**config.mk**
```make
export PLATFORM = sky130hd
export DESIGN_NAME = at8_timer
export DESIGN_NICKNAME = d
export VERILOG_FILES = /design/src/at8_pkg.sv /design/src/at8_upd_slot.sv /design/src/at8_timer.sv
export VERILOG_INCLUDE_DIRS = /design/src /design/src/src
export SDC_FILE = /design/constraint.sdc
export NUM_CORES = 1
export LEC_CHECK = 0
export ABC_AREA = 1
export ABC_CLOCK_PERIOD_IN_PS = 2600
export BUFFER_PORTS_ARGS = -buffer_cell sky130_fd_sc_hd__buf_2
export CORE_ASPECT_RATIO = 0.75
export CORE_MARGIN = 2
export CORE_UTILIZATION = 25
export DETAILED_ROUTE_END_ITERATION = 12
export GPL_ROUTABILITY_DRIVEN = 0
export GPL_TIMING_DRIVEN = 1
export PLACE_DENSITY = 0.39
export SLEW_MARGIN = 25
export SYNTH_ARGS = -nofsm -noshare
export SYNTH_HDL_FRONTEND = slang
export SYNTH_HIERARCHICAL = 1
export SYNTH_SLANG_ARGS = --single-unit
```
**constraint.sdc**
```tcl
create_clock -name clk_i -period 2.6 [get_ports clk_i]
set_input_delay 0 -clock clk_i [delete_from_list [all_inputs] [get_ports clk_i]]
set_output_delay 0 -clock clk_i [all_outputs]
set_load 0.005 [all_outputs]
```
**src/at8_defs.svh**
```systemverilog
// Offsets, field positions, reset values and timing counts of the timer
`ifndef AT8_DEFS_SVH
`define AT8_DEFS_SVH

// ==========================================================
// Register byte offsets on the bus
`define AT8_OFS_CTRL_A 8'h00
`define AT8_OFS_CTRL_B 8'h04
`define AT8_OFS_COUNT 8'h08
`define AT8_OFS_CMP_A 8'h0c
`define AT8_OFS_CMP_B 8'h10
`define AT8_OFS_STATUS 8'h14

// ==========================================================
// Control register B fields
`define AT8_B_FORCE_A 7
`define AT8_B_FORCE_B 6
`define AT8_B_WAVE_MSB 3
`define AT8_B_CS_HI 2
`define AT8_B_CS_LO 0
`define AT8_B_RW_MASK 8'h0f

// ==========================================================
// Control register A fields
`define AT8_A_ACT_A_HI 7
`define AT8_A_ACT_A_LO 6
`define AT8_A_ACT_B_HI 5
`define AT8_A_ACT_B_LO 4
`define AT8_A_WAVE_HI 1
`define AT8_A_WAVE_LO 0
`define AT8_A_RW_MASK 8'hf3

// ==========================================================
// Async status fields
`define AT8_S_EXT_CLK 6
`define AT8_S_ASYNC 5
`define AT8_S_CNT_BUSY 4
`define AT8_S_CMPA_BUSY 3
`define AT8_S_CMPB_BUSY 2
`define AT8_S_CTLA_BUSY 1
`define AT8_S_CTLB_BUSY 0

// ==========================================================
// Reset values and counts
`define AT8_RST_BYTE 8'h00
`define AT8_MAX 8'hff
`define AT8_BOTTOM 8'h00
`define AT8_OSC_EDGES 2'h2
`define AT8_NUM_SYNC 5

`endif

```
**src/at8_pkg.sv**
```systemverilog
// Types shared by the timer files
package at8_pkg;
   // Index of each register that is written through temporary storage
   typedef enum logic [2:0] {
      AT8_SLOT_COUNT = 3'h0,
      AT8_SLOT_CMP_A = 3'h1,
      AT8_SLOT_CMP_B = 3'h2,
      AT8_SLOT_CTL_A = 3'h3,
      AT8_SLOT_CTL_B = 3'h4
   } at8_slot_t;

   // Compare output action codes
   typedef enum logic [1:0] {
      AT8_ACT_OFF = 2'h0,
      AT8_ACT_TOGGLE = 2'h1,
      AT8_ACT_CLEAR = 2'h2,
      AT8_ACT_SET = 2'h3
   } at8_action_t;

   typedef logic [7:0] at8_byte_t;
endpackage

```
**src/at8_upd_slot.sv**
```systemverilog
// One temporary register with its update-busy flag and delayed load
`timescale 1ns/1ps
`default_nettype none
`include "at8_defs.svh"

module at8_upd_slot (
   input wire logic clk_i,
   input wire logic rst_i,
   input wire logic async_i,
   input wire logic wr_i,
   input wire at8_pkg::at8_byte_t wdata_i,
   input wire logic osc_rise_i,
   output at8_pkg::at8_byte_t tmp_o,
   output logic busy_o,
   output logic load_o
);
   import at8_pkg::*;

   logic [1:0] edges;
   logic [1:0] next_edges;
   wire async_done;
   wire sync_load;

   // ==========================================================
   // Edge counting and load
   assign next_edges = osc_rise_i ? edges + 2'h1 : edges;
   assign async_done = busy_o && osc_rise_i &&
                       (next_edges == `AT8_OSC_EDGES);
   assign sync_load = wr_i && !async_i;

   always_ff @(posedge clk_i) begin
      if (rst_i) begin
         tmp_o <= `AT8_RST_BYTE;
         busy_o <= 1'b0;
         edges <= 2'h0;
         load_o <= 1'b0;
      end else begin
         load_o <= sync_load || async_done;
         if (wr_i) begin
            tmp_o <= wdata_i;
         end
         // A fresh write restarts the wait and wins over the clear
         if (wr_i && async_i) begin
            busy_o <= 1'b1;
            edges <= 2'h0;
         end else if (async_done) begin
            busy_o <= 1'b0;
            edges <= 2'h0;
         end else if (busy_o) begin
            edges <= next_edges;
         end
      end
   end
endmodule
`default_nettype wire

```
**src/at8_timer.sv**
```systemverilog
// 8-bit timer with prescaler, two compare channels and async write path
//
// Overview of operation
// Writing one to force bit 7 or 6 forces a compare in non-PWM modes.
// A forced compare raises no interrupt and never clears the counter.
// Force bits are write-only strobes and read back as zero.
// Software writes zero to force bits while in a PWM mode.
// Control B bits 5:4 are reserved, read zero, ignore writes.
// Clock select: stop, /1, /8, /32, /64, /128, /256, /1024.
// Counter register is directly readable and writable, eight bits.
// After a counter write, the match on the next timer clock is blocked.
// Both compare registers are checked against the counter every tick.
// External clock buffer on with async; crystal runs only if bit is zero.
// Software sets the external clock bit before selecting async clocking.
// Async select zero uses the system clock, one uses the oscillator pin.
// Timer registers need not survive a change of async select.
// Async counter write sets its busy flag until the value is loaded.
// Async writes to compares and controls set busy bits 3 to 0.
// Software never writes a register whose busy flag is set.
// Counter reads the live count; others read their temporary storage.
// Waveform msb in control B joins two low bits from control A.
// Async writes land after two rising edges of the oscillator.
// Busy flags clear through a synchronizer into the system clock.
//
// The Wishbone slave port and the placing of the registers were chosen for this implementation.
`timescale 1ns/1ps
`default_nettype none
`include "at8_defs.svh"

module at8_timer (
   input wire logic clk_i,
   input wire logic rst_i,
   input wire logic wb_cyc_i,
   input wire logic wb_stb_i,
   input wire logic wb_we_i,
   input wire logic [7:0] wb_adr_i,
   input wire logic [3:0] wb_sel_i,
   input wire logic [31:0] wb_dat_i,
   output logic [31:0] wb_dat_o,
   output logic wb_ack_o,
   input wire logic timer_osc_pin_i,
   output logic compare_out_a_o,
   output logic compare_out_b_o,
   output logic compare_match_a_o,
   output logic compare_match_b_o,
   output logic ext_clock_input_en_o,
   output logic xtal_osc_en_o
);
   import at8_pkg::*;

   // ==========================================================
   // Bus decode
   wire req = wb_cyc_i && wb_stb_i && !wb_ack_o;
   wire wr_req = req && wb_we_i && wb_sel_i[0];
   wire hit_ctl_a = (wb_adr_i == `AT8_OFS_CTRL_A);
   wire hit_ctl_b = (wb_adr_i == `AT8_OFS_CTRL_B);
   wire hit_count = (wb_adr_i == `AT8_OFS_COUNT);
   wire hit_cmp_a = (wb_adr_i == `AT8_OFS_CMP_A);
   wire hit_cmp_b = (wb_adr_i == `AT8_OFS_CMP_B);
   wire hit_status = (wb_adr_i == `AT8_OFS_STATUS);
   wire [7:0] wbyte = wb_dat_i[7:0];

   // ==========================================================
   // Async status register
   logic ext_clk_en;
   logic async_sel;

   always_ff @(posedge clk_i) begin
      if (rst_i) begin
         ext_clk_en <= 1'b0;
         async_sel <= 1'b0;
      end else if (wr_req && hit_status) begin
         ext_clk_en <= wbyte[`AT8_S_EXT_CLK];
         // Contents written before a switch are not kept valid
         async_sel <= wbyte[`AT8_S_ASYNC];
      end
   end

   // ==========================================================
   // Oscillator pin: two flops, then edge detect on the settled copy
   logic osc_meta;
   logic osc_sync;
   logic osc_last;

   always_ff @(posedge clk_i) begin
      if (rst_i) begin
         osc_meta <= 1'b0;
         osc_sync <= 1'b0;
         osc_last <= 1'b0;
      end else begin
         osc_meta <= timer_osc_pin_i;
         osc_sync <= osc_meta;
         osc_last <= osc_sync;
      end
   end

   wire osc_rise = osc_sync && !osc_last;
   // Pin edges only count while the oscillator path is the source
   wire osc_edge = osc_rise && async_sel;
   wire src_tick = async_sel ? osc_rise : 1'b1;

   // ==========================================================
   // Write slots, one per synchronized register
   wire [`AT8_NUM_SYNC-1:0] slot_wr;
   wire [`AT8_NUM_SYNC-1:0] slot_busy;
   wire [`AT8_NUM_SYNC-1:0] slot_load;
   at8_byte_t slot_tmp [`AT8_NUM_SYNC];

   assign slot_wr[AT8_SLOT_COUNT] = wr_req && hit_count;
   assign slot_wr[AT8_SLOT_CMP_A] = wr_req && hit_cmp_a;
   assign slot_wr[AT8_SLOT_CMP_B] = wr_req && hit_cmp_b;
   assign slot_wr[AT8_SLOT_CTL_A] = wr_req && hit_ctl_a;
   assign slot_wr[AT8_SLOT_CTL_B] = wr_req && hit_ctl_b;

   genvar gi;
   generate
      for (gi = 0; gi < `AT8_NUM_SYNC; gi = gi + 1) begin : g_slot
         at8_upd_slot u_slot (
            .clk_i(clk_i),
            .rst_i(rst_i),
            .async_i(async_sel),
            .wr_i(slot_wr[gi]),
            .wdata_i(wbyte),
            .osc_rise_i(osc_edge),
            .tmp_o(slot_tmp[gi]),
            .busy_o(slot_busy[gi]),
            .load_o(slot_load[gi])
         );
      end
   endgenerate

   // ==========================================================
   // Destination registers
   logic [7:0] count;
   logic [7:0] cmp_a;
   logic [7:0] cmp_b;
   logic [7:0] ctl_a;
   logic [7:0] ctl_b;

   wire count_load = slot_load[AT8_SLOT_COUNT];
   wire ctl_b_load = slot_load[AT8_SLOT_CTL_B];
   wire [7:0] ctl_b_src = slot_tmp[AT8_SLOT_CTL_B];

   always_ff @(posedge clk_i) begin
      if (rst_i) begin
         cmp_a <= `AT8_RST_BYTE;
         cmp_b <= `AT8_RST_BYTE;
         ctl_a <= `AT8_RST_BYTE;
         ctl_b <= `AT8_RST_BYTE;
      end else begin
         if (slot_load[AT8_SLOT_CMP_A]) begin
            cmp_a <= slot_tmp[AT8_SLOT_CMP_A];
         end
         if (slot_load[AT8_SLOT_CMP_B]) begin
            cmp_b <= slot_tmp[AT8_SLOT_CMP_B];
         end
         if (slot_load[AT8_SLOT_CTL_A]) begin
            ctl_a <= slot_tmp[AT8_SLOT_CTL_A] & `AT8_A_RW_MASK;
         end
         if (ctl_b_load) begin
            // Force bits and reserved bits are never stored
            ctl_b <= ctl_b_src & `AT8_B_RW_MASK;
         end
      end
   end

   // ==========================================================
   // Mode decode
   wire [2:0] wave = {ctl_b[`AT8_B_WAVE_MSB],
                      ctl_a[`AT8_A_WAVE_HI:`AT8_A_WAVE_LO]};
   wire is_pwm = wave[0];
   wire is_fast = (wave[1:0] == 2'h3);
   wire is_phase = wave[0] && !wave[1];
   wire is_ctc = (wave == 3'h2);
   wire top_from_a = wave[2] || is_ctc;
   wire [7:0] top = top_from_a ? cmp_a : `AT8_MAX;
   wire [2:0] clk_sel = ctl_b[`AT8_B_CS_HI:`AT8_B_CS_LO];
   wire [1:0] act_a = ctl_a[`AT8_A_ACT_A_HI:`AT8_A_ACT_A_LO];
   wire [1:0] act_b = ctl_a[`AT8_A_ACT_B_HI:`AT8_A_ACT_B_LO];

   // ==========================================================
   // Prescaler
   logic [9:0] pre_cnt;
   logic pre_hit;

   always_comb begin
      unique case (clk_sel)
         3'h0: pre_hit = 1'b0;
         3'h1: pre_hit = 1'b1;
         3'h2: pre_hit = (pre_cnt[2:0] == 3'h7);
         3'h3: pre_hit = (pre_cnt[4:0] == 5'h1f);
         3'h4: pre_hit = (pre_cnt[5:0] == 6'h3f);
         3'h5: pre_hit = (pre_cnt[6:0] == 7'h7f);
         3'h6: pre_hit = (pre_cnt[7:0] == 8'hff);
         3'h7: pre_hit = (pre_cnt == 10'h3ff);
      endcase
   end

   always_ff @(posedge clk_i) begin
      if (rst_i) begin
         pre_cnt <= 10'h000;
      end else if (src_tick) begin
         pre_cnt <= pre_cnt + 10'h001;
      end
   end

   wire tick = src_tick && pre_hit;

   // ==========================================================
   // Counter, compare and direction
   logic count_up;
   logic block_match;
   logic [7:0] next_count;
   logic next_up;

   // Match removed on the tick after a counter write
   wire eq_a = (count == cmp_a) && !block_match;
   wire eq_b = (count == cmp_b) && !block_match;
   wire at_top = (count == top);

   always_comb begin
      next_up = count_up;
      if (is_phase) begin
         if (count_up && at_top) begin
            next_up = 1'b0;
            next_count = count - 8'h01;
         end else if (!count_up && count == `AT8_BOTTOM) begin
            next_up = 1'b1;
            next_count = count + 8'h01;
         end else begin
            next_count = count_up ? count + 8'h01 : count - 8'h01;
         end
      end else if ((is_ctc || is_fast) && at_top) begin
         next_count = `AT8_BOTTOM;
      end else begin
         next_count = count + 8'h01;
      end
   end

   always_ff @(posedge clk_i) begin
      if (rst_i) begin
         count <= `AT8_RST_BYTE;
         count_up <= 1'b1;
         block_match <= 1'b0;
      end else if (count_load) begin
         count <= slot_tmp[AT8_SLOT_COUNT];
         block_match <= 1'b1;
      end else if (tick) begin
         count <= next_count;
         count_up <= next_up;
         block_match <= 1'b0;
      end
   end

   // ==========================================================
   // Waveform outputs
   function automatic logic out_next(input logic [1:0] act,
                                     input logic cur,
                                     input logic eq,
                                     input logic wrap,
                                     input logic up,
                                     input logic chan_a);
      logic res;
      res = cur;
      if (!is_pwm) begin
         if (eq) begin
            unique case (act)
               AT8_ACT_OFF: res = cur;
               AT8_ACT_TOGGLE: res = !cur;
               AT8_ACT_CLEAR: res = 1'b0;
               AT8_ACT_SET: res = 1'b1;
            endcase
         end
      end else if (act[1]) begin
         if (is_fast && wrap) begin
            res = !act[0];
         end else if (is_fast && eq) begin
            res = act[0];
         end else if (is_phase && eq) begin
            res = up ? act[0] : !act[0];
         end
      end else if (act[0] && chan_a && wave[2] && eq) begin
         res = !cur;
      end
      return res;
   endfunction

   wire force_a = ctl_b_load && ctl_b_src[`AT8_B_FORCE_A] && !is_pwm;
   wire force_b = ctl_b_load && ctl_b_src[`AT8_B_FORCE_B] && !is_pwm;
   wire wrap = is_fast && at_top;

   always_ff @(posedge clk_i) begin
      if (rst_i) begin
         compare_out_a_o <= 1'b0;
         compare_out_b_o <= 1'b0;
         compare_match_a_o <= 1'b0;
         compare_match_b_o <= 1'b0;
      end else begin
         // Forced events only touch the pins, never the match pulses
         compare_match_a_o <= tick && eq_a;
         compare_match_b_o <= tick && eq_b;
         if (force_a) begin
            compare_out_a_o <= out_next(act_a, compare_out_a_o, 1'b1,
                                        1'b0, count_up, 1'b1);
         end else if (tick) begin
            compare_out_a_o <= out_next(act_a, compare_out_a_o, eq_a,
                                        wrap, count_up, 1'b1);
         end
         if (force_b) begin
            compare_out_b_o <= out_next(act_b, compare_out_b_o, 1'b1,
                                        1'b0, count_up, 1'b0);
         end else if (tick) begin
            compare_out_b_o <= out_next(act_b, compare_out_b_o, eq_b,
                                        wrap, count_up, 1'b0);
         end
      end
   end

   // ==========================================================
   // Clock pin buffers
   always_ff @(posedge clk_i) begin
      if (rst_i) begin
         ext_clock_input_en_o <= 1'b0;
         xtal_osc_en_o <= 1'b0;
      end else begin
         ext_clock_input_en_o <= ext_clk_en && async_sel;
         xtal_osc_en_o <= !ext_clk_en && async_sel;
      end
   end

   // ==========================================================
   // Read mux and acknowledge
   wire [7:0] status_rd = {1'b0, ext_clk_en, async_sel,
                           slot_busy[AT8_SLOT_COUNT],
                           slot_busy[AT8_SLOT_CMP_A],
                           slot_busy[AT8_SLOT_CMP_B],
                           slot_busy[AT8_SLOT_CTL_A],
                           slot_busy[AT8_SLOT_CTL_B]};
   logic [7:0] rd_byte;

   always_comb begin
      rd_byte = 8'h00;
      if (hit_count) begin
         rd_byte = count;
      end else if (hit_cmp_a) begin
         rd_byte = slot_tmp[AT8_SLOT_CMP_A];
      end else if (hit_cmp_b) begin
         rd_byte = slot_tmp[AT8_SLOT_CMP_B];
      end else if (hit_ctl_a) begin
         rd_byte = slot_tmp[AT8_SLOT_CTL_A] & `AT8_A_RW_MASK;
      end else if (hit_ctl_b) begin
         rd_byte = slot_tmp[AT8_SLOT_CTL_B] & `AT8_B_RW_MASK;
      end else if (hit_status) begin
         rd_byte = status_rd;
      end
   end

   always_ff @(posedge clk_i) begin
      if (rst_i) begin
         wb_ack_o <= 1'b0;
         wb_dat_o <= 32'h0000_0000;
      end else begin
         wb_ack_o <= req;
         wb_dat_o <= req ? {24'h00_0000, rd_byte} : 32'h0000_0000;
      end
   end
endmodule
`default_nettype wire

```
# == Word-level counts from Yosys, hierarchy flattened ==
# Index checks and enable logic that the tools add are counted.
# word_totals
regBits,150
inputBits,50
output_inout_bits,39
# op_classes
add_sub_neg,8
muxes,65
n_bitwise,2
eq_ne,42
reduce_logical,99
# op_table
cell,n
8-bit two-way mux,12
1-bit logical AND,55
1-bit two-way mux,43
8-bit == test,3
"2-bit == test, second input constant",10
2-bit nonzero test,9
"8-bit by 4-bit == test with 1-bit output, second input constant",2
"8-bit by 5-bit == test with 1-bit output, second input constant",2
8-bit logical NOT,2
"3-bit == test, second input constant",5
3-bit OR reduction,5
7-bit two-way mux,2
1-bit logical NOT,12
6-bit AND reduction,2
"10-bit by 1-bit adder with 10-bit output, second input constant",1
"2-bit by 1-bit adder with 2-bit output, second input constant",5
"10-bit == test, second input constant",1
2-bit two-way mux,5
"3-bit by 2-bit == test with 1-bit output, second input constant",3
"8-bit by 1-bit adder with 8-bit output, second input constant",1
"8-bit by 3-bit == test with 1-bit output, second input constant",1
"8-bit == test, second input constant",1
1-bit case mux with 4 select lines,2
1-bit case mux with 8 select lines,1
other kinds (20),31

# == Logic depth before layout (Yosys ltp) ==
# Gate-level depths: netlist (run 1).
# logic_depth
ltp_word,11
ltp_mapped,14
depth_no_buf,14

# == Hierarchy ==
# The synthesis (run 1) kept the hierarchy.
# by_module_without_submodules
mod,n_inst,cells_each,area_each_um2,seq_area_each_um2
at8_timer,1,615,4045.1,1321.3
at8_upd_slot,5,56,437.9,240.2

# == Least setup slack after synthesis (run 1) ==
# Ideal clock, no wire load.
# synth_timing
path_type,register to register
from,reg pre_cnt[0]
to,reg count[4]
stages_incl_launch_ff,13
slack_ns,0.896
t_arrival_ns,1.583
period_less_slack_ns,1.704
cell_sequence,dfxtp_1 -> ha_1 -> nand2_1 -> nor2_1 -> nand2_1 -> o21ai_1 -> nand2_1 -> nand3_2 -> nand2_2 -> nand2_2 -> inv_2 -> a21oi_1 -> a21oi_2
# synth_between
elab_chain_cells,4
elab_cells_between_ends,9
cone_classes,eq/ne: 6; mux: 1; reduce/logical: 2
# synth_rtl
item,line,text
"start, declared",at8_timer.sv:183,logic [9:0] pre_cnt;
"start signal, assigned",at8_timer.sv:203,pre_cnt <= pre_cnt + 10'h001;
10-bit == test (tied with other cells),at8_timer.sv:195,3'h7: pre_hit = (pre_cnt == 10'h3ff);
1-bit case mux with 8 select lines (*),at8_timer.sv:187,unique case (clk_sel)
1-bit logical AND (*),at8_timer.sv:207,wire tick = src_tick && pre_hit;
2-bit nonzero test (no line) (*),-,
"end signal, assigned",at8_timer.sv:242,count <= `AT8_RST_BYTE;
"end signal, assigned",at8_timer.sv:246,count <= slot_tmp[AT8_SLOT_COUNT];
"end signal, assigned",at8_timer.sv:249,count <= next_count;
"end, declared",at8_timer.sv:134,logic [7:0] count;
# Every way passes the cells marked *; elsewhere a longest branch is shown, timed or not.
# A chain may end at the register's enable or synchronous reset.

# == Worst setup path after layout (run 1) ==
# layout_timing
from,reg count[0]
to,reg count[0]
# layout_between
elab_chain_cells,7
elab_cells_between_ends,14
cone_classes,add/sub: 2; eq/ne: 1; mux: 7; reduce/logical: 4
# layout_rtl
item,line,text
8-bit by 1-bit subtractor with 8-bit output (tied with other cells),"at8_timer.sv:226, at8_timer.sv:231",
8-bit two-way mux / 1-bit logical AND (equally long branches),-,
8-bit two-way mux,at8_timer.sv:227,end else if (!count_up && count == `AT8_BOTTOM) begin
8-bit two-way mux,at8_timer.sv:224,if (count_up && at_top) begin
8-bit two-way mux (*),at8_timer.sv:223,if (is_phase) begin
8-bit two-way mux (*),at8_timer.sv:248,end else if (tick) begin
8-bit two-way mux (*),at8_timer.sv:245,end else if (count_load) begin
# Every way passes the cells marked *; elsewhere a longest branch is shown, timed or not. The select of a mux whose other input is x is not followed.

==> out/qor.yml, run 1 <==
status: "complete, no violations"
critPathCaptureType: "flip-flop"
fin_area_sq_um: 7296
setup_viol: 0
cp_max_fo: 7
antenna_found_initial: 0
synth_area_sq_um: 6105
antenna_left: 0
reg2regPathDepth: 10
die_w_um: 184.4
clkPwrFrac_pct: 55.0
worst_pin_slew_ns: 0.7966
cts_inserted_buffers: 17
seq_power_share_pct: 42.1
track_usage_pct: 15.71
hold_buffers: 9
synth_warnings: 6
drt_iter0_drc: 443
p_int_uw: 3492
root_buffer: "clkbuf_16"
path_clk_slew_ns: 0.06
drc_errors: 0
switching_share_pct: 21.79
drt_pass1_iterations: 5
start_util_pct: 25.47
syn_avg_cell_area_sq_um: 6.945
ios: 89
totalWireLength_um: 19320
grt_pass1_wl_um: 30260
required_ns: 2.95
setup-tns-final_ns: 0
diodes: 0
grt_max_degree: 40
core_area_sq_um: 23970
cts_resized: 0
viasPerCell: 4.395
cts_setup_buffers: 0
cts_tree: "yes"
numPortBuffers: 37
fp.dieH_um: 139.3
synthCells: 879
final_nets: 988
start_kind: "flip-flop"
detailed_place_hpwl_um: 14380
power_frac_comb_pct: 2.9
p_leak_uw: 0.003217
h-tree-depth: 4
dieArea_sq_um: 25700
layout_min_cycle_time_ns: 2.091
via_count: 5603
max_freq_mhz: 478.3
place_area_sq_um: 6599
hold_depth: 5
final_layout_size_suffix_gt1_share_pct: 13.77
hold_viol: 0
maxCapViolations: 0
irDropWorstVdd_v: 0.0004261
p_sw_uw: 973.0
fin_skew_ns: 0.007619
fillers: 2675
grt_pass1_vias: 5289
relSlewSlack_pct: 46.89
cts.path.max_buffers: 2
slew_violations: 0
syn_to_final_growth_pct: 19.51
wire_per_inst_um: 15.15
fin_crit_sh_pct: 80.42
rsz0062_at_grt: "false"
rows: 49
overflow: 0
setup.worst_path.class: "reg2reg"
arrival_ns: 2.44
clkSinkCount: 122
hold_class: "in2reg"
powerDensity_nw_per_um2: 612.0
clock_latency_ns: 0.42
## final timing paths
path                            slack (ns)           to     start
worst max-delay path                  0.51     count[0]  count[0]
worst min-delay path                  0.06  wb_dat_o[3]  wb_stb_i
worst max register to register        0.51     count[0]  count[0]
worst min register to register        0.41     osc_sync  osc_meta
## per-stage QoR
stage	worst slack (ns)	hold WS [ns]	std cells	util, %	power, uW
after detailed placement	0.5170	0.2117	1236	27.53	2039
after global routing	0.2617	0.09085	1275	30.43	4641
after CTS	0.4915	0.03906	1275	30.43	4511
after floorplan	0.8956	0.06244	902	-	2008
after global placement	0.4958	0.2214	1236	27.53	2041
final	0.5092	0.05684	1275	30.43	4465
## placed cells by master, fill, tap and decap left out, types with 3 or more instances in the layout
cell	instances
nor2_1	154
inv_1	84
dlygate4sd3_1	9
xor2_1	16
nand3_1	48
or2_1	7
nand2_1	155
buf_4	15
nand4_1	9
nor2_2	3
nand3_2	3
dfxtp_1	122
clkbuf_8	7
nor3_1	13
a21oi_1	51
nand3b_1	3
nand2_2	11
o21ai_0	91
buf_2	37
a221oi_1	4
a21oi_2	8
clkbuf_16	17
conb_1	24
ha_1	5
xnor2_1	3
a31oi_1	3
inv_2	13
## flip-flops by register name, summed over array words and instances (netlist names), 4 cells and up
signal / cells
g_slot.u_slot/busy_o: 5
g_slot.u_slot/edges: 10
ctl_a: 6
ctl_b: 4
pre_cnt: 10
count: 8
g_slot.u_slot/load_o: 5
cmp_b: 8
wb_dat_o: 8
cmp_a: 8
g_slot.u_slot/tmp_o: 36
## final cells by class
| cell class | count | area (sq um) | area share [%] |
|---|---|---|---|
| clock inverter | 6 | 85.08 | 1.166 |
| clock buffer | 24 | 521.8 | 7.151 |
| inverter | 100 | 380.4 | 5.214 |
| sequential | 122 | 2442 | 33.48 |
| multi-input combinational | 631 | 3064 | 42.00 |
| tap | 331 | 414.1 | 5.677 |
| timing repair buffer | 61 | 387.9 | 5.316 |
## power groups by stage
stage	Combinational (uW)	Sequential [uW]	Clock, uW
after floorplan	86.5	1920	0
after global placement	118	1920	0
after detailed placement	117	1920	0
after CTS	128	1880	2500
after global routing	142	1880	2620
final	129	1880	2450
## metal layers
| metal | GRT usage (%) | wire length (um) | vias to the layer above |
|---|---|---|---|
| li1 | - | - | 2900 |
| met1 | 23.87 | 10420 | 2579 |
| met2 | 21.71 | 7805 | 112 |
| met3 | 3.952 | 927 | 12 |
| met4 | 4.042 | 159 | 0 |
| met5 | 0 | 0 | - |
## worst max-delay path: stages, from the launching register on
cell	delay, ns
dfxtp_1	0.56
inv_2	0.16
o21ai_0	0.25
nor2_1	0.06
nand2_1	0.09
nand2_2	0.15
nand3_2	0.20
nand2_1	0.08
nor2_2	0.19
nand2_1	0.10
a31oi_1	0.16
Note: power is estimated with default switching activity, not from simulation.
==> run 2, diff against run 1 <==
--- a/config.mk
+++ b/config.mk
@@ -7,7 +7,7 @@
 export NUM_CORES = 1
 export LEC_CHECK = 0
 export ABC_AREA = 1
-export ABC_CLOCK_PERIOD_IN_PS = 2600
+export ABC_CLOCK_PERIOD_IN_PS = 1900
 export BUFFER_PORTS_ARGS = -buffer_cell sky130_fd_sc_hd__buf_2
 export CORE_ASPECT_RATIO = 0.75
 export CORE_MARGIN = 2
@@ -15,7 +15,7 @@
 export DETAILED_ROUTE_END_ITERATION = 12
 export GPL_ROUTABILITY_DRIVEN = 0
 export GPL_TIMING_DRIVEN = 1
-export PLACE_DENSITY = 0.39
+export PLACE_DENSITY = 0.41
 export SLEW_MARGIN = 25
 export SYNTH_ARGS = -nofsm -noshare
 export SYNTH_HDL_FRONTEND = slang
==> constraint.sdc (replaced) <==
create_clock -name clk_i -period 1.9 [get_ports clk_i]
set_input_delay 0 -clock clk_i [delete_from_list [all_inputs] [get_ports clk_i]]
set_output_delay 0 -clock clk_i [all_outputs]
set_load 0.005 [all_outputs]
==> run 2 against run 1 <==
Largest cell class unchanged. Sequential share of layout area down 1.9 points. Non-clock buffer count up 52. Global-route usage up 0.20 points. Sequential power up 37%.
==> out/qor.yml, run 2 (same netlist as run 1, synthesis figures left out) <==
totalWireLength_um: 19550
start_kind: "flip-flop"
cp_max_fo: 8
cts_inserted_buffers: 17
wire_per_inst_um: 14.72
top_register: "g_slot.u_slot/tmp_o"
drt_pass1_iterations: 5
powerDensity_nw_per_um2: 781.8
drt_iter0_drc: 372
via_count: 5795
max_freq_mhz: 562.6
final_layout_size_suffix_gt1_share_pct: 20.46
path_clk_slew_ns: 0.06
p_leak_uw: 0.003516
dp_slack_ns: -0.06160
irDropWorstVdd_v: 0.0006272
reg2regPathDepth: 12
syn_to_final_growth_pct: 27.40
clock_latency_ns: 0.43
grt_max_degree: 30
root_buffer: "clkbuf_16"
reg.largest.list: "g_slot.u_slot/tmp_o (36), g_slot.u_slot/edges (10), pre_cnt (10)"
fillers: 2626
grt_pass1_vias: 5573
fp.dieH_um: 139.3
clkSinkCount: 122
utilization_pct: 32.44
cts_tree: "yes"
h-tree-depth: 4
hold_viol: 0
mostFrequentLayoutCell: "nand2_1"
largest_register_ffs: 36
layout_min_cycle_time_ns: 1.777
maxCapViolations: 0
place_area_sq_um: 6974
fin_ws_ns: 0.1226
finalPower_uw: 6081
arrival_ns: 2.13
rows: 49
max_stage_delay_ns: 0.33
die_w_um: 184.4
fin_skew_ns: 0.006404
start_util_pct: 25.47
cts.path.max_buffers: 2
hold_depth: 5
hold_class: "in2reg"
track_usage_pct: 15.91
drc_errors: 0
overflow: 0
numPortBuffers: 37
path_cells: "ha_2 > nand2_2 > buf_4 > nor3_4 > nand2_1 > nand3_2 > nand2_4 > nand2_4 > inv_4 > nor2_1 > nand2_1 > a21oi_1"
critPathCaptureType: "flip-flop"
cpMaxStageDelayCell: "dfxtp_2"
diodes: 0
viasPerCell: 4.364
ios: 89
fin_area_sq_um: 7777
required_ns: 2.25
antenna_left: 0
detailed_place_hpwl_um: 14870
final_cell_mix: "153 x nand2_1, 151 x nor2_1, 113 x dfxtp_1, 89 x o21ai_0, 84 x inv_1"
setup.worst_path.class: "reg2reg"
slew_violations: 0
status: "complete, no violations"
fin_crit_sh_pct: 93.55
final_nets: 1040
antenna_found_initial: 0
dieArea_sq_um: 25700
grt_pass1_wl_um: 30870
core_area_sq_um: 23970
hold_ws_ns: 0.07854
rsz0062_at_grt: "true"
setup_viol: 0
-- run 2: cell count changes in the layout (fill, tap and decap cells not counted), sizes merged --
| cell | change |
|---|---|
| buf | +52 |
| clkinvlp | -2 |
| bufinv | +1 |
| clkbuf | -2 |
| clkinv | +4 |
-- run 2: final timing paths --
path                                 start           to  slack (ns)
worst max register to register  pre_cnt[1]     count[3]        0.12
worst min register to register    osc_meta     osc_sync        0.41
worst max-delay path            pre_cnt[1]     count[3]        0.12
worst min-delay path              wb_stb_i  wb_dat_o[2]        0.08
-- run 2: cell type report --
class,instances,area (sq um),share of cell area [%]
repair buffers,113,778.2,10.01
inverters,100,382.9,4.923
clock inverters,9,120.1,1.544
well taps,331,414.1,5.325
multi-input cells,631,3149,40.49
flip-flops and latches,122,2459,31.61
clock buffers,22,474.2,6.097
-- run 2: timing repair --
action	4_1_cts	5_1_grt
gates resized for setup	5	28
setup endpoints to repair	4	11
hold buffers	9	0
setup buffers	0	2
hold endpoints to repair	38	0
pin swaps	0	6
-- run 2: worst max-delay path, delay by kind of cell, from the launching register on --
kind,cells,cell delay [ns]
AO/OA/AOI/OAI,1,0.12
adder cells (fa/ha/maj),1,0.18
buffers and inverters,2,0.23
flip-flops,1,0.33
AND/OR/NAND/NOR,8,0.82
-- run 2: metrics by stage --
step / TNS, ns / std cells
after floorplan: 0 / 902
after global routing: -0.04831 / 1328
after detailed placement: -0.1548 / 1286
final: 0 / 1328
after global placement: -0.05554 / 1286
after CTS: 0 / 1326
-- run 2: routing by layer --
metal	share of wire, %	wire, um	global-route usage [%]
met5	0	0	0
met2	42	8158	23.07
met1	52	10210	23.41
met4	1.1	211	5.305
met3	4.9	967	3.062
-- run 2: where the power goes --
part	internal, uW	switching, uW	leakage, uW	total [uW]
clock network	2140	1180	0.000299	3330
logic	60.0	123	0.00223	183
registers	2570	5.80	0.000988	2570
